<file path="src/design/cwfd_pkg.sv">
`default_nettype none
package cwfd_pkg;
    // ***********************************************
    // register map
    // ***********************************************
    localparam logic [7:0] CWFD_OFS_WORD_ONE = 8'h00;
    localparam logic [7:0] CWFD_OFS_WORD_TWO = 8'h04;
    localparam logic [7:0] CWFD_OFS_DECODE = 8'h08;
    localparam logic [7:0] CWFD_OFS_CTRL = 8'h0c;
    // ***********************************************
    // word one fields
    // ***********************************************
    localparam int CWFD_W1_WDT_EN_BIT = 7;
    localparam int CWFD_W1_PRESCALE_BIT = 4;
    localparam int CWFD_W1_POSTSCALE_LSB = 0;
    localparam int CWFD_POSTSCALE_W = 4;
    localparam logic [4:0] CWFD_PRESCALE_LOG2_HI = 5'h07;
    localparam logic [4:0] CWFD_PRESCALE_LOG2_LO = 5'h05;
    // ***********************************************
    // word two fields
    // ***********************************************
    localparam int CWFD_W2_TSS_BIT = 15;
    localparam int CWFD_W2_PLL_INPUT_DIVIDER_SELECT_LSB = 12;
    localparam int CWFD_PLL_INPUT_DIVIDER_SELECT_W = 3;
    localparam int CWFD_WORD_W = 24;
    localparam int CWFD_UPPER_LSB = 16;
    localparam logic [7:0] CWFD_W2_UPPER_READ = 8'hff;
    localparam logic [7:0] CWFD_W1_UPPER_READ = 8'h00;
    // pll input divider codes and ratios
    localparam logic [2:0] CWFD_PLL_CODE_DIV12 = 3'h7;
    localparam logic [2:0] CWFD_PLL_CODE_DIV8 = 3'h6;
    localparam logic [2:0] CWFD_PLL_CODE_DIV6 = 3'h5;
    localparam logic [2:0] CWFD_PLL_CODE_DIV5 = 3'h4;
    localparam logic [2:0] CWFD_PLL_CODE_DIV4 = 3'h3;
    localparam logic [3:0] CWFD_PLL_DIV12 = 4'hc;
    localparam logic [3:0] CWFD_PLL_DIV8 = 4'h8;
    localparam logic [3:0] CWFD_PLL_DIV6 = 4'h6;
    localparam logic [3:0] CWFD_PLL_DIV5 = 4'h5;
    localparam logic [3:0] CWFD_PLL_DIV4 = 4'h4;
    localparam logic [3:0] CWFD_PLL_DIV_UNDEF = 4'h1;
    // control register
    localparam int CWFD_CTRL_RELOAD_BIT = 0;
    // reset values
    localparam logic [23:0] CWFD_WORD_RESET = 24'h000000;
endpackage
`default_nettype wire

</file>
<file path="src/design/cwfd_config_decode.sv">
`default_nettype none
// What this block does
// word one bit 4 picks watchdog prescale: set gives 1:128, clear 1:32.
// word one bits 3..0 pick postscale of two to the code, 1:1 to 1:32768.
// watchdog timeout applies prescale then postscale in series.
// word two bit 15 enables two-speed start-up; clear disables it.
// word two bits 14..12 pick pll input divide 12, 8, 6, 5 or 4.
// word two bits 23..16 read back as all ones.
// watchdog runs only while word one enable bit is set.
module cwfd_config_decode (
    input wire logic pclk,
    input wire logic presetn,
    input wire logic [cwfd_pkg::CWFD_WORD_W-1:0] cfg_word_one_in,
    input wire logic [cwfd_pkg::CWFD_WORD_W-1:0] cfg_word_two_in,
    input wire logic psel,
    input wire logic penable,
    input wire logic pwrite,
    input wire logic [7:0] paddr,
    input wire logic [31:0] pwdata,
    output logic [31:0] prdata,
    output logic pready,
    output logic pslverr,
    output logic wdt_config_enable,
    output logic wdt_prescale_select,
    output logic [3:0] wdt_postscale_select,
    output logic [4:0] wdt_timeout_log2,
    output logic two_speed_startup_enable,
    output logic [2:0] pll_input_divider_select,
    output logic [3:0] pll_input_divide,
    output logic config_loaded
);
    import cwfd_pkg::*;

    // ***********************************************
    // state
    // ***********************************************
    logic [23:0] word_one_q, word_one_d;
    logic [23:0] word_two_q, word_two_d;
    logic pend_q, pend_d;
    logic loaded_q, loaded_d;
    logic wdt_en_q, wdt_en_d;
    logic pre_sel_q, pre_sel_d;
    logic [3:0] post_q, post_d;
    logic [4:0] tmo_q, tmo_d;
    logic tss_q, tss_d;
    logic [2:0] pll_code_q, pll_code_d;
    logic [3:0] pll_div_q, pll_div_d;
    logic [31:0] rdata_q, rdata_d;

    logic setup_ph, access_ph, addr_ok, reload_wr;
    logic [31:0] word_one_rd, word_two_rd, decode_rd;

    function automatic logic [3:0] pll_ratio(input logic [2:0] code);
        logic [3:0] r;
        r = CWFD_PLL_DIV_UNDEF;
        case (code)
            CWFD_PLL_CODE_DIV12: r = CWFD_PLL_DIV12;
            CWFD_PLL_CODE_DIV8: r = CWFD_PLL_DIV8;
            CWFD_PLL_CODE_DIV6: r = CWFD_PLL_DIV6;
            CWFD_PLL_CODE_DIV5: r = CWFD_PLL_DIV5;
            CWFD_PLL_CODE_DIV4: r = CWFD_PLL_DIV4;
            default: r = CWFD_PLL_DIV_UNDEF;
        endcase
        return r;
    endfunction

    // ***********************************************
    // apb decode
    // ***********************************************
    assign setup_ph = psel && !penable;
    assign access_ph = psel && penable;
    always_comb begin
        if (paddr == CWFD_OFS_WORD_ONE) begin
            addr_ok = !pwrite;
        end else if (paddr == CWFD_OFS_WORD_TWO) begin
            addr_ok = !pwrite;
        end else if (paddr == CWFD_OFS_DECODE) begin
            addr_ok = !pwrite;
        end else if (paddr == CWFD_OFS_CTRL) begin
            addr_ok = 1'b1;
        end else begin
            addr_ok = 1'b0;
        end
    end
    assign reload_wr = access_ph && pwrite && (paddr == CWFD_OFS_CTRL)
        && pwdata[CWFD_CTRL_RELOAD_BIT];
    assign pready = 1'b1;
    assign pslverr = access_ph && !addr_ok;

    assign word_one_rd = {8'h00, CWFD_W1_UPPER_READ, word_one_q[CWFD_UPPER_LSB-1:0]};
    // unimplemented upper byte forced to ones
    assign word_two_rd = {8'h00, CWFD_W2_UPPER_READ, word_two_q[CWFD_UPPER_LSB-1:0]};
    assign decode_rd = {12'h000, loaded_q, pll_div_q, pll_code_q, tss_q,
        tmo_q, post_q, pre_sel_q, wdt_en_q};

    // ***********************************************
    // capture and decode
    // ***********************************************
    always_comb begin
        word_one_d = word_one_q;
        word_two_d = word_two_q;
        pend_d = pend_q;
        loaded_d = loaded_q;
        if (pend_q) begin
            word_one_d = cfg_word_one_in;
            word_two_d = cfg_word_two_in;
            pend_d = 1'b0;
            loaded_d = 1'b1;
        end else if (reload_wr) begin
            pend_d = 1'b1;
        end
        wdt_en_d = word_one_d[CWFD_W1_WDT_EN_BIT];
        pre_sel_d = word_one_d[CWFD_W1_PRESCALE_BIT];
        post_d = word_one_d[CWFD_W1_POSTSCALE_LSB +: CWFD_POSTSCALE_W];
        // prescale then postscale: log2 ratios add
        tmo_d = (pre_sel_d ? CWFD_PRESCALE_LOG2_HI : CWFD_PRESCALE_LOG2_LO)
            + {1'b0, post_d};
        tss_d = word_two_d[CWFD_W2_TSS_BIT];
        pll_code_d = word_two_d[CWFD_W2_PLL_INPUT_DIVIDER_SELECT_LSB +: CWFD_PLL_INPUT_DIVIDER_SELECT_W];
        pll_div_d = pll_ratio(pll_code_d);
    end

    always_comb begin
        rdata_d = rdata_q;
        if (setup_ph) begin
            if (paddr == CWFD_OFS_WORD_ONE) begin
                rdata_d = word_one_rd;
            end else if (paddr == CWFD_OFS_WORD_TWO) begin
                rdata_d = word_two_rd;
            end else if (paddr == CWFD_OFS_DECODE) begin
                rdata_d = decode_rd;
            end else begin
                rdata_d = 32'h00000000;
            end
        end
    end

    always_ff @(posedge pclk or negedge presetn) begin
        if (!presetn) begin
            word_one_q <= CWFD_WORD_RESET;
            word_two_q <= CWFD_WORD_RESET;
            pend_q <= 1'b1;
            loaded_q <= 1'b0;
            wdt_en_q <= 1'b0;
            pre_sel_q <= 1'b0;
            post_q <= 4'h0;
            tmo_q <= 5'h00;
            tss_q <= 1'b0;
            pll_code_q <= 3'h0;
            pll_div_q <= CWFD_PLL_DIV_UNDEF;
            rdata_q <= 32'h00000000;
        end else begin
            word_one_q <= word_one_d;
            word_two_q <= word_two_d;
            pend_q <= pend_d;
            loaded_q <= loaded_d;
            wdt_en_q <= wdt_en_d;
            pre_sel_q <= pre_sel_d;
            post_q <= post_d;
            tmo_q <= tmo_d;
            tss_q <= tss_d;
            pll_code_q <= pll_code_d;
            pll_div_q <= pll_div_d;
            rdata_q <= rdata_d;
        end
    end

    assign prdata = rdata_q;
    assign wdt_config_enable = wdt_en_q && loaded_q;
    assign wdt_prescale_select = pre_sel_q;
    assign wdt_postscale_select = post_q;
    assign wdt_timeout_log2 = tmo_q;
    assign two_speed_startup_enable = tss_q;
    assign pll_input_divider_select = pll_code_q;
    assign pll_input_divide = pll_div_q;
    assign config_loaded = loaded_q;
endmodule
`default_nettype wire

</file>
<file path="config.mk">
export PLATFORM = sky130hd
export DESIGN_NAME = cwfd_config_decode
export DESIGN_NICKNAME = d
export VERILOG_FILES = /design/src/design/cwfd_pkg.sv /design/src/design/cwfd_config_decode.sv
export SDC_FILE = /design/constraint.sdc
export NUM_CORES = 1
export LEC_CHECK = 0
export BUFFER_PORTS_ARGS = -buffer_cell sky130_fd_sc_hd__buf_4
export CAP_MARGIN = 30
export CELL_PAD_IN_SITES_DETAIL_PLACEMENT = 2
export CELL_PAD_IN_SITES_GLOBAL_PLACEMENT = 2
export CORE_UTILIZATION = 30
export CTS_BUF_LIST = sky130_fd_sc_hd__clkbuf_8
export DETAILED_ROUTE_END_ITERATION = 12
export PLACE_DENSITY = 0.92
export SLEW_MARGIN = 20
export SYNTH_ARGS = -nofsm -noshare
export SYNTH_HDL_FRONTEND = slang
export SYNTH_SLANG_ARGS = --single-unit
</file>
<file path="constraint.sdc">
create_clock -name pclk -period 5.8 [get_ports pclk]
set_clock_uncertainty 0.15 [all_clocks]
set_input_delay 0.29 -clock pclk [delete_from_list [all_inputs] [get_ports pclk]]
set_output_delay 0.29 -clock pclk [all_outputs]
set_load 0.02 [all_outputs]
</file>
* Word-level counts from Yosys, hierarchy flattened
Index checks and enable logic that the tools add are counted.
** Storage, ports and cells
- Input bits :: 93
- Register bits :: 85
** Operators by class
- Multiplexer cells :: 13
- Equal/unequal tests :: 8
- Reductions and logical operators :: 11
- $add $sub $neg :: 1
** Operators by type and width (number)
- $mux 24 :: 2
- $mux 20 :: 1
- $pmux 4 s5 :: 1
- $eq 8x4->1 const B :: 2
- $mux 16 :: 1
- $eq 3x3->1 const B :: 4
- $eq 8x3->1 const B :: 1
- $logic_not 8->1 :: 1
- $mux 8 :: 1
- $logic_and 1x1->1 :: 7
- $mux 1 :: 6
- $add 3x4->5 :: 1
- $eq 3x2->1 const B :: 1
- $logic_not 1->1 :: 3
- $mux 2 :: 1

* Longest topological paths before layout
Gate-level depths: netlist (run 1).
- Depth in word-level cells :: 7
- Gate-level depth with buffers :: 7
- Gate-level depth less buffers :: 5

* Least setup slack after synthesis (run 1)
OpenSTA, ideal clock, no wires.
- Path kind :: register -> register
- Start :: register pend_q
- End :: register tmo_q[3], in the netlist wdt_timeout_log2[3]
- Buffers on the path :: 2
- Cell stages (with the launch flop) :: 8
- Library setup time :: 0.080 ns
- Arrival :: 1.825 ns
- Setup slack :: 3.745 ns
- Data required time :: 5.570 ns
- Cell sequence :: dfstp_2 > buf_2 > clkbuf_1 > nand2_1 > o21ai_1 > ha_1 > a211oi_2 > xnor2_1
** On the way
- Elaborated cells between the ends (all ways) :: 3
- Those cells by class :: 1 x add/sub; 2 x mux
** RTL lines
- start, declared :: line cwfd_config_decode.sv:39 : logic pend_q, pend_d;
- start signal, assigned :: line cwfd_config_decode.sv:155 : pend_q <= pend_d;
- $mux 8 :: line cwfd_config_decode.sv:104 : if (pend_q) begin
- named net word_one_d[1] :: line cwfd_config_decode.sv:37 : logic [23:0] word_one_q, word_one_d;
- $add 3x4->5 :: line cwfd_config_decode.sv:117 : + {1'b0, post_d};
- named net tmo_d[3] :: line cwfd_config_decode.sv:44 : logic [4:0] tmo_q, tmo_d;
- end signal, assigned :: line cwfd_config_decode.sv:160 : tmo_q <= tmo_d;
- end, declared :: line cwfd_config_decode.sv:44
The timed path passes the listed nets, and every way through them passes these cells.
A chain may end at the register's enable or synchronous reset.

* Worst setup path after layout (run 1)
- Start :: register pend_q
- End :: register tmo_q[4], in the netlist wdt_timeout_log2[4]
The elaborated chain is that of the path after synthesis.

==> summary by stage, run 1 <==
Drt
The first routing iteration left 66 violations. Routed signal wires occupy layers up through met4. In the final routed layout, each cell accounts on average for 18.4 um.

Wire segments on met2 add up to 4550 um in the final route. In the routed design, unresolved DRC markers number 0. The number of vias per cell after detailed routing is 4.79.

The first TritonRoute pass finished after 5 iterations. The remaining antenna violation count after routing is 0. For this block, the routed nets add up to 8870 um of wire.

The total met3 wirelength after detailed routing is 368 um. The routed layout has 2308 vias. The total routed wire length on the met1 layer is 3820 um.

Final layout
The multi-input combinational cells in the finished layout cover a total of 0.00111 sq mm. The share of layout cells above drive strength 1 is 33.8%. The area taken by flip-flops and latches is 0.00160 sq mm. The final core utilization is 40.6%.

With fillers left out, the area of the finished cells amounts to 0.00395 sq mm. From synthesis to final layout, the design area changed by 32.0%. For this run, the post-layout net count is 439. Counting the fill cells in the layout gives 1072. The number of antenna diodes in the final layout is 0. After the flow finishes, the layout carries non-filler instances totaling 482.

Run status
The run finished with clean final reports.

Logic synthesis
For this run, the leading register cell type out of synthesis is dfrtp_1. Of all flip-flops after synthesis, the portion carrying an async set or reset was 100%. The synthesized netlist devotes 11.5% of its cell area to compound gates. By area, the combinational part of the netlist is dominated by simple AND/OR/NAND/NOR gates. The number of warnings reported in the yosys synthesis log is 0. The share of synthesized cell area in full adder, half adder and majority cells is 1.09%. The library cell with the largest summed area after synthesis is dfrtp_1.

After Yosys synthesis, and, or, nand and nor cells account for 11.8% of the synthesized area. After synthesis, flip-flops and latches occupy 53.6% of the total area. The portion of synthesized area spent on multiplexers is 10.7%. After synthesis, the cell types taking the most area are dfrtp_1 (52%), mux2_1 (8.3%), buf_4 (5.3%), a32o_1 (4.3%), nor2b_1 (3.3%). Summing every instance area after synthesis gives 0.00299 sq mm. The synthesized design devotes to its leading area cell type 51.8% of total area. The count of mapped cells out of synthesis is 265. The average cell area after synthesis is 11.3 sq um. The post-synthesis sequential element count is 64. By count the netlist is led by dfrtp_1 (62), mux2_1 (22), buf_4 (21). The synthesized design contains 0 enable-type register cells.

The synthesized netlist devotes 0.585% of its cell area to XOR and XNOR gates. Synthesis instantiated 37 different standard cells from the library. In the post-synthesis netlist, the cell with the most instances is dfrtp_1.

Worst setup path
The startpoint of the worst-slack reg-to-reg timing path is pend_q. The critical path goes through mux2_2, fa_1, nor2_1, nor2_1. The critical path arrival is 2.62 ns.

The destination of the worst register-to-register timing path is wdt_timeout_log2[4]. Counting buffers and inverters, the worst setup path is 4 cells deep. The worst setup path is launched from a flop. Along the worst path, the maximum fanout reaches 38. The cell with the most instances on the worst path is nor2_1. At the worst endpoint, the required time is 5.86 ns. The startpoint-to-endpoint class of the critical path is reg -> reg.

The end point of the critical path is wdt_timeout_log2[4]. The cell with the largest stage delay on the worst path is dfstp_2. The depth of the worst register-to-register path is 4. The number of buffer and inverter stages on the critical path is 0. Among cell families on the critical path, the largest total delay comes from flip-flops. In this design, the stage delay of the slowest critical-path cell is 1.16 ns. The reg-to-reg setup timing slack is 3.25 ns. The beginning of the critical path is pend_q. The nature of the critical path endpoint is a flop.

Placed design
The count of buffers added on input and output ports is 90. The final weighted congestion of routability-driven global placement is 0.780. The placement-stage cell area is 0.00366 sq mm. The post-DP HPWL is 6270 um. The cell count after placement is 462. OpenSTA, run right after detailed placement, puts the worst setup slack at 3.24 ns.

Clock tree
The master cell of the clock root buffer is clkbuf_8. The clock slew seen by the registers of the worst setup and hold paths is 0.07 ns. The clock latency on the worst-skew pair is 0.33 ns. Counting along the longest clock path gives a buffer depth of 2. The H-tree was split into 3 levels. The number of clock buffers added by TritonCTS is 9. The number of sinks handled by clock tree synthesis is 64. TritonCTS built the clock tree.

STA
The setup TNS after final layout is 0 ns. In the finished design, the share of the clock period the worst path needs comes to 44.0%. The upper clock frequency limit is 392 MHz. The worst path in the final design needs a cycle of 2.55 ns, including I/O delays and setup. In this run the tightest slew margin relative to its limit is 36.8%. The hold violation total from the final report is 0.

The final count of pins violating max slew is 0. The worst hold slack is 0.0214 ns. The slack of the critical path is 3.25 ns.

At the pin with the least slew margin, the transition time is 0.948 ns. The count of endpoints failing setup in the final report is 0. Setup repair after global routing left no endpoint under its margin.

Floorplanning
147 I/O pins were placed. The die area is 0.0104 sq mm. The starting utilization of the core area is 30.8%. The standard-cell row count is 36.

Measured along the x axis, the die boundary spans 102 um. The core area is 0.00973 sq mm. The die is 102 um tall.

Pwr
Total power for the finished layout comes to 1.02 mW. Summed over all nets, the switching power comes to 0.228 mW. The clock network is responsible for 47.6% of the overall power. In this run switching power makes up 22.3% of total power. The analysis attributes to cell leakage a power of 1.95 nW. The power density over the cells is 259 mW/mm^2. In this run, the combinational gates consume 8.1% of the power.

The internal power summed over all cells is 0.794 mW. The sequential share of power is 44.3%. The maximum resistive drop on vdd is 0.000128 V.

Global routing
In the global route stage, overall resource usage came out at 18.1%. The global route total overflow is 0. The pin count of the biggest net entering global routing is 65.

The number of global-route vias before repair is 2565. The number of antenna violations at the first check in global routing is 0. The first global-routing pass estimated 13800 um of wire.

Hold path
The path class of the tightest hold or removal check is in -> reg.

Job
The number of violations of the max-capacitance limit is 0.
[layout by cell type (no fill, tap or decap), types with 2 or more instances in the layout]
cell type,netlist,final
a32o_1,13,13
conb_1,2,9
o221ai_1,3,3
o31ai_1,4,4
nand3b_1,7,7
bufinv_16,0,3
dfstp_2,2,2
dfrtp_1,62,62
o21ai_1,5,5
a21oi_1,5,5
inv_2,2,2
xnor2_1,2,2
clkbuf_8,0,11
dlygate4sd3_1,0,3
nand2_1,18,18
nor2_1,5,5
o22ai_1,13,13
buf_4,21,91
mux2i_1,5,5
inv_1,19,19
nor2b_1,16,16
mux2_1,22,22
nand3_1,9,9
mux2_2,2,2
[final cells by class]
class / count / area share (%)
clock buffers: 11 / 3.83
clock inverters: 5 / 2.60
inverters: 21 / 1.99
multi-input cells: 152 / 28.1
flip-flops and latches: 64 / 40.6
well taps: 133 / 4.21
repair buffers: 96 / 18.7
[per-layer routing]
layer  track usage, %  up-vias
met5                0        -
met1             21.3     1174
met4             6.92        0
met2             32.3       73
li1                 -     1052
met3             3.63        9
[timing repair]
action                                 CTS  global route
gates resized for setup                  0             0
setup buffers                            0             0
hold buffers                             3             0
endpoints found under the hold margin   64             0
[state kept, by name (all words and copies together), names as in the netlist]
signal / cells
word_two_q: 14
prdata: 21
pll_input_divide: 4
config_loaded: 1
wdt_timeout_log2: 5
pll_input_divider_select: 2
wdt_postscale_select: 3
word_one_q: 13
pend_q: 1
[power groups by stage]
stage          Clock [mW]  Combinational [mW]  Sequential, mW
2_1_floorplan           0              0.0376           0.463
3_3_place_gp            0              0.0776           0.461
3_5_place_dp            0              0.0823           0.461
4_1_cts             0.502              0.0842           0.453
5_1_grt             0.519              0.0911           0.453
6_report            0.486              0.0833           0.453
[kinds of logic (layout without fill, tap and decap cells)]
family,Yosys count,after routing
buf+inv,56,133
simple gates,64,64
flops,64,64
fa+ha+maj,2,2
xor+xnor,2,2
mux,29,29
other cells,2,9
compound gates,46,46
[worst min path at each step]
stage | from | slack [ns] | cells after the start | end
after floorplan | presetn | -0.16 | 0 | config_loaded
after global placement | presetn | 0.28 | 1 | pll_input_divider_select[0]
after detailed placement | presetn | 0.29 | 1 | prdata[16]
after CTS | cfg_word_two_in[8] | 0.0004 | 2 | word_two_q[8]
after global routing | cfg_word_two_in[0] | 0.001 | 2 | word_two_q[0]
final | cfg_word_two_in[8] | 0.02 | 2 | word_two_q[8]
(Power assumes the default switching activity.)
==> run 2, diff against run 1 <==
--- a/config.mk
+++ b/config.mk
@@ -5,14 +5,15 @@
 export SDC_FILE = /design/constraint.sdc
 export NUM_CORES = 1
 export LEC_CHECK = 0
+export ABC_AREA = 1
 export BUFFER_PORTS_ARGS = -buffer_cell sky130_fd_sc_hd__buf_4
 export CAP_MARGIN = 30
 export CELL_PAD_IN_SITES_DETAIL_PLACEMENT = 2
 export CELL_PAD_IN_SITES_GLOBAL_PLACEMENT = 2
-export CORE_UTILIZATION = 30
+export CORE_UTILIZATION = 26
 export CTS_BUF_LIST = sky130_fd_sc_hd__clkbuf_8
 export DETAILED_ROUTE_END_ITERATION = 12
-export PLACE_DENSITY = 0.92
+export PLACE_DENSITY = 0.87
 export SLEW_MARGIN = 20
 export SYNTH_ARGS = -nofsm -noshare
 export SYNTH_HDL_FRONTEND = slang
==> constraint.sdc (replaced) <==
create_clock -name pclk -period 2.4 [get_ports pclk]
set_clock_uncertainty 0.15 [all_clocks]
set_input_delay 0.12 -clock pclk [delete_from_list [all_inputs] [get_ports pclk]]
set_output_delay 0.12 -clock pclk [all_outputs]
set_load 0.02 [all_outputs]
==> run 2 against run 1 <==
  * Hold slack improved by 0.012 ns
  * Global-route usage shrank 0.49 points
  * Sequential power rose by 140%
  * Largest power group is now registers
  * Via count rose by 28%
  * Worst setup slack lost 2.9 ns
==> summary by stage, run 2 <==
Clock tree
The clock latency on the worst-skew pair was 0.34 ns (about the same). The number of sinks handled by clock tree synthesis is 64 (unchanged). The post-CTS resize count was 0 (unchanged). The clock slew seen by the registers of the worst setup and hold paths is 0.07 ns (about the same). The count of H-tree levels built during CTS came to 3 (unchanged). The root buffer cell chosen for the clock tree is clkbuf_8.

The clock tree from TritonCTS is built. The maximum clock path buffer count came to 2 (unchanged). The clock buffer count from CTS is 9 (unchanged).

Global routing
The global-route usage over all layers is 17.6% (-0.49 points). The number of global-route vias before repair is 3284 (+28%). The global-route wire length before repair is 17200 um (+24%). The global route total overflow came to 0 (unchanged). The pin count of the biggest net entering global routing is 65 (unchanged). The number of antenna violations at the first check in global routing is 0 (unchanged).

STA
The setup TNS after final layout is 0 ns (unchanged). The transition time of the tightest slew-check pin is 0.858 ns (-0.0900 ns). The count of endpoints failing setup in the final report is 0 (unchanged). The final count of pins violating max slew is 0 (unchanged). The time the final worst path needs with I/O delays and setup is 2.02 ns (-0.531 ns). The fraction of the cycle the final worst path needs is 84.2% (+40 points).

The upper clock frequency limit is 495 MHz (+26%). The worst hold slack came to 0.0333 ns (+0.0119 ns). The worst slew slack as a fraction of its limit was 42.8% (+6.0 points). The hold violation total from the final report is 0 (unchanged). Setup repair after global routing left no endpoint under its margin.

Placed design
The post-DP HPWL came to 7560 um (+21%). The count of input and output buffers is 90 (unchanged). The final weighted congestion of routability-driven global placement is 0.775 (-0.70%). The cell count after placement was 606 (+31%).

Logic synthesis
After synthesis, the largest family of logic cells by area is simple AND/OR/NAND/NOR gates. The fraction of the mapped netlist area in simple logic gates is 29.6% (+18 points). The commonest cells after synthesis are nand2_1 (146), dfrtp_1 (62), nand3_1 (53).

The post-synthesis sequential element count is 64 (unchanged). The synthesized-area fraction occupied by ao, oa, aoi and oai cells is 5.76% (-5.8 points). The area share of the largest cell type after synthesis is 48.6% (-3.2 points). The average cell area after synthesis was 8.12 sq um (-28%). The most common cell in the netlist is nand2_1.

The share of synthesized area spent on multiplexers is 0% (-11 points). The async set-or-reset flop fraction in the synthesized netlist is 100% (unchanged). The share of synthesized cell area in full adder, half adder and majority cells is 1.02% (-0.068 points). The distinct cell type count after synthesis came to 30 (-19%). The share of synthesized area occupied by flip-flops and latches is 50.2% (-3.3 points). The library cell with the largest summed area after synthesis is dfrtp_1. The xor-xnor portion of the synthesized cell area is 0.549% (-0.036 points).

In the synthesized netlist the dominant register cell turns out to be dfrtp_1. The number of warnings reported in the yosys synthesis log is 0 (unchanged). In the post-synthesis netlist, the biggest area contributors are dfrtp_1 (49%), nand2_1 (17%), nand3_1 (8.3%), buf_4 (5.4%), inv_1 (3.2%). The count of flip-flops with a built-in enable after synthesis is 0 (unchanged). The count of mapped cells out of synthesis is 393 (+48%). The post-synth design cell area is 0.00319 sq mm (+6.6%).

Worst setup path
The required time at the worst-slack endpoint was 2.48 ns (-3.38 ns). The startpoint-to-endpoint class of the critical path is reg -> reg. The critical path arrival is 2.10 ns (-0.52 ns).

STA classifies the critical path startpoint as a flop. The largest fanout of any net on the critical path is 11 (-71%). STA classifies the critical path endpoint as a flop.

Pwr
The maximum resistive drop on vdd is 0.000186 V (+45%). The sequential share of power is 52.1% (+7.8 points). The reported net switching power is 0.536 mW (+140%). The leakage dissipation is 2.29 nW (+17%).

The power after layout is 2.12 mW (+110%). The part of the power in combinational logic is 11.4% (+3.3 points). The internal power summed over all cells came to 1.58 mW (+99%). The switching power share of the total was 25.3% (+3.0 points). The power density over the cells is 490 mW/mm^2 (+89%). The proportion of power drawn by the clock network is 36.5% (-11 points).

Job
The number of violations of the max-capacitance limit is 0 (unchanged).

Final layout
The share of layout cells above drive strength 1 was 25.6% (-8.2 points). The leading cell type in the layout, fill and taps excluded is nand2_1. The net count of the finished layout came to 598 (+36%). The flip-flop count of the largest register after layout was 21 (unchanged). The number of antenna diodes is 0 (unchanged). The top cell types in the final layout, fill and taps aside, are nand2_1 (146), buf_4 (96), dfrtp_1 (62).

The final instance count without filler cells is 651 (+35%). The final core utilization is 36.0% (-4.6 points). The area growth from synthesis to layout is 35.5%.

The filler cell count is 1371 (+28%).

Drt
The total vias in the final route is 2961 (+28%). The DRC violations left is 0 (unchanged). The wire length per cell is 16.2 um (-12%). The final wirelength was 10500 um (+19%).

The remaining antenna violation count after routing is 0 (unchanged). The number of vias per cell after detailed routing is 4.55 (-5.0%). The first-iteration detailed-routing DRC count is 174 (+160%). The number of iterations in the first detailed-routing pass is 4 (-1).

Hold path
The class of the tightest hold or removal check is in -> reg.

Floorplanning
The core area is 0.0120 sq mm (+23%). The I/O pin count is 147 (unchanged). The standard-cell row count came to 40 (+11%). The x dimension of the die is 113 um (+11%). The height of the die is 113 um (+11%). The die area is 0.0127 sq mm (+23%).

The starting utilization of the core area came to 26.6% (-4.2 points).

Run status
The run finished with clean final reports.
-- run 2: changes by cell type after synthesis, sizes merged, moves of 4 or more --
cell	delta
o22ai	-13
nand3	+44
o21ai	+14
nand2	+131
nand3b	-7
o31ai	-4
a21oi	+9
nor2	+8
mux2i	-5
mux2	-24
inv	+12
a32o	-13
nor2b	-16
buf	+4
-- run 2: area by class of cell --
class / instances / area, sq um / area share, %
sequential: 64 / 1600 / 37.1
inverter: 33 / 126 / 2.92
tap: 147 / 184 / 4.25
clock inverter: 2 / 10.0 / 0.231
clock buffer: 10 / 138 / 3.18
multi-input combinational: 266 / 1210 / 28.0
timing repair buffer: 129 / 1050 / 24.3
-- run 2: routing by layer --
metal  up-vias  GRT usage, %  share of wire (%)
li1       1417             -                  -
met4         0          4.89               0.92
met5         -             0                  0
met3         8          4.18                4.3
met1      1473          21.9                 44
met2        63          30.2                 51
-- run 2: worst paths after layout --
path / slack [ns] / depth (start not counted) / end / start
setup / recovery: 0.38 / 5 / wdt_timeout_log2[4] / pend_q
hold / removal: 0.03 / 3 / word_one_q[4] / cfg_word_one_in[4]
setup reg to reg: 0.38 / 5 / wdt_timeout_log2[4] / pend_q
max in group asynchronous: 1.26 / 2 / word_two_q[6] / presetn
min in group asynchronous: 0.26 / 2 / prdata[5] / presetn
hold reg to reg: 0.33 / 2 / word_two_q[10] / word_two_q[10]
-- run 2: power groups by stage --
| stage | Combinational [mW] | Sequential [mW] | Clock, mW |
|---|---|---|---|
| after CTS | 0.245 | 1.10 | 0.793 |
| final | 0.242 | 1.10 | 0.772 |
| after global routing | 0.266 | 1.10 | 0.847 |
| after global placement | 0.194 | 1.12 | 0 |
| after floorplan | 0.0887 | 1.13 | 0 |
| after detailed placement | 0.202 | 1.12 | 0 |
-- run 2: repair_timing --
action	in CTS	in global routing
hold buffers	33	0
setup buffers	0	0
endpoints found under the hold margin	100	0
endpoints found under the setup margin	0	0
-- run 2: per-stage QoR --
| step | cell area (sq um) | setup WS, ns |
|---|---|---|
| after global placement | 3850 | 0.503 |
| after global routing | 4330 | 0.286 |
| after CTS | 4330 | 0.378 |
| after floorplan | 3220 | 0.275 |
| after detailed placement | 3850 | 0.398 |
| final | 4330 | 0.379 |
-- run 2: worst max-delay path: stages, from the launching register on --
cell and delay, ns:
dfstp_2 0.68, buf_4 0.25, o21ai_2 0.14, fa_1 0.44, o21ai_0 0.19, inv_1 0.06
-- run 2: kinds of logic (layout without fill, tap and decap cells) --
logic type | Yosys count | after routing
simple gates | 219 | 219
buf+inv | 70 | 174
flops | 64 | 64
compound gates | 34 | 34
fa+ha+maj | 2 | 2
other cells | 2 | 9
xor+xnor | 2 | 2
==> run 3, diff against run 2 <==
--- a/config.mk
+++ b/config.mk
@@ -10,10 +10,10 @@
 export CAP_MARGIN = 30
 export CELL_PAD_IN_SITES_DETAIL_PLACEMENT = 2
 export CELL_PAD_IN_SITES_GLOBAL_PLACEMENT = 2
-export CORE_UTILIZATION = 26
+export CORE_UTILIZATION = 23
 export CTS_BUF_LIST = sky130_fd_sc_hd__clkbuf_8
 export DETAILED_ROUTE_END_ITERATION = 12
-export PLACE_DENSITY = 0.87
+export PLACE_DENSITY = 0.82
 export SLEW_MARGIN = 20
 export SYNTH_ARGS = -nofsm -noshare
 export SYNTH_HDL_FRONTEND = slang
==> constraint.sdc (replaced) <==
create_clock -name pclk -period 1.75 [get_ports pclk]
set_clock_uncertainty 0.15 [all_clocks]
set_input_delay 0.0875 -clock pclk [delete_from_list [all_inputs] [get_ports pclk]]
set_output_delay 0.0875 -clock pclk [all_outputs]
set_load 0.02 [all_outputs]
==> run 3 against run 2 <==
  * Via count grew 5.1%
  * Register-to-register slack lost 0.37 ns
  * Sequential power grew 37%
  * Largest cell class unchanged
  * Largest power group unchanged
==> summary by stage, run 3 (synthesis results as in run 2) <==
Drt
The final wirelength came to 11600 um (+10%). The number of iterations in the first detailed-routing pass is 4 (unchanged). The number of vias per cell after detailed routing is 4.42 (-2.8%). The remaining antenna violation count after routing is 0 (unchanged). The total vias in the final route is 3111 (+5.1%).

The DRC violations left is 0 (unchanged). The wire length per cell is 16.5 um (+2.0%). The first-iteration detailed-routing DRC count is 97 (-44%).

Placed design
The post-DP HPWL is 7590 um (+0.32%). The count of input and output buffers is 90 (unchanged). The final weighted congestion of routability-driven global placement is 0.785 (+1.3%). The placement-stage cell area is 0.00395 sq mm (+2.8%).

Worst setup path
The required time at the worst-slack endpoint is 1.84 ns (-0.64 ns). The worst setup path is of the reg -> reg kind. The critical path arrival is 1.83 ns (-0.27 ns). The largest fanout of any net on the critical path was 6 (-5). The nature of the critical path endpoint is a flop. The kind of launch point of the worst setup path is a flop.

Clock tree
CTS placed an instance of clkbuf_8 at the clock tree root. The clock buffer count from CTS is 9 (unchanged). The clock slew seen by the registers of the worst setup and hold paths is 0.07 ns (about the same). TritonCTS built the clock tree. The maximum clock path buffer count was 2 (unchanged). The clock latency on the worst-skew pair is 0.35 ns (about the same). The count of H-tree levels built during CTS is 3 (unchanged). The number of sinks handled by clock tree synthesis came to 64 (unchanged).

Global routing
The global-route wire length before repair is 17600 um (+2.5%). The global route total overflow came to 0 (unchanged). The pin count of the biggest net entering global routing is 39 (-40%). The number of global-route vias before repair is 3479 (+5.9%). The global-route usage over all layers is 16.0% (-1.6 points). The number of antenna violations at the first check in global routing is 1 (+1).

Floorplanning
The height of the die was 120 um (+6.2%). The starting utilization of the core area was 23.8% (-2.8 points). The die area is 0.0144 sq mm (+13%). The standard-cell row count is 42 (+5.0%). The I/O pin count is 147 (unchanged). The core area is 0.0134 sq mm (+12%). The x dimension of the die is 120 um (+6.2%).

STA
The transition time of the tightest slew-check pin was 0.623 ns (-0.234 ns). The setup TNS after final layout was 0 ns (unchanged). The worst slew slack as a fraction of its limit is 58.4% (+16 points).

The upper clock frequency limit is 576 MHz (+16%). The final count of pins violating max slew is 0 (unchanged). The fraction of the cycle the final worst path needs is 99.2% (+15 points). The hold violation total from the final report is 0 (unchanged). The count of endpoints failing setup in the final report is 0 (unchanged). Setup repair after global routing could not meet its margin everywhere.

The time the final worst path needs with I/O delays and setup came to 1.74 ns (-0.285 ns).

Hold path
The path class of the tightest hold or removal check is in -> async.

Final layout
The net count of the finished layout is 617 (+3.2%). The flip-flop count of the largest register after layout was 21 (unchanged). The share of layout cells above drive strength 1 was 28.3% (+2.7 points). The final core utilization was 35.5% (-0.54 points).

The area growth from synthesis to layout is 48.9%. The library cells used most frequently in the layout, excluding fill and tap cells, are nand2_1 (141), buf_4 (96), dfrtp_1 (62). The post-route cell area is 0.00475 sq mm (+9.9%). The library cell used most frequently in the layout, excluding fill and tap cells, is nand2_1.

Job
The number of violations of the max-capacitance limit is 0 (unchanged).

Run status
The flow ran to the end, and the final reports show no timing, DRC or antenna violations.

Pwr
The leakage dissipation is 2.47 nW (+7.6%). The power density over the cells is 694 mW/mm^2 (+42%). The maximum resistive drop on vdd was 0.000260 V (+40%).
## run 3: changes by cell type in the layout (fill, tap and decap cells not counted), sizes merged
cell,previous run,this run
inv,33,36
bufinv,0,2
buf,96,103
dlygate4sd3,33,45
diode,0,1
clkinv,2,1
## run 3: metal layers
layer | track usage (%) | part of all wire (%) | vias up
met5 | 0 | 0 | -
met4 | 5.94 | 2.3 | 0
met3 | 3.14 | 3.6 | 18
met2 | 27.9 | 51 | 77
met1 | 19.4 | 43 | 1552
li1 | - | - | 1464
## run 3: final timing paths
check	from	endpoint	slack (ns)	cells after the start
setup / recovery	pend_q	wdt_timeout_log2[4]	0.01	5
hold / removal	presetn	word_one_q[5]	0.04	2
setup reg to reg	pend_q	wdt_timeout_log2[4]	0.01	5
hold reg to reg	word_two_q[2]	word_two_q[2]	0.33	2
max in group asynchronous	presetn	pend_q	0.80	3
min in group pclk	paddr[7]	prdata[19]	0.25	9
## run 3: where the power goes
| part | switching [mW] | leakage [nW] | internal (mW) |
|---|---|---|---|
| clock network | 0.584 | 0.120 | 0.824 |
| registers | 0.0146 | 0.712 | 1.50 |
| logic | 0.192 | 1.63 | 0.185 |
| total | 0.791 | 2.47 | 2.51 |
## run 3: repair_timing
action                                  CTS  global route
hold buffers                             45             0
gates resized for setup                   1            17
buffers inserted                          0             4
pin swaps                                 0             4
endpoints found under the setup margin    2             4
endpoints found under the hold margin   108             0
## run 3: worst max-delay path, stage by stage, from the launching register on
cell,delay [ns]
dfstp_4,0.64
buf_12,0.14
o21ai_4,0.08
fa_2,0.42
o21ai_2,0.13
inv_1,0.05
## run 3: layout make-up
cell class,count,area (sq um)
fill,1519,8650
antenna,1,2.50
sequential,64,1610
tap,176,220
clock inverter,6,76.3
timing repair buffer,148,1280
clock buffer,10,138
multi-input combinational,266,1300
inverter,33,126
## run 3: through the flow
step / instances / total power [mW] / worst slack (ns) / hold WS [ns]
after global routing: 704 / 3.43 / -0.0373 / 0.0894
after floorplan: 400 / 1.67 / -0.0603 / -0.358
after CTS: 699 / 3.31 / 0.00461 / 0.0530
after detailed placement: 638 / 1.83 / -0.0112 / -0.117
final: 704 / 3.30 / 0.0135 / 0.0433
after global placement: 638 / 1.82 / 0.0496 / -0.124
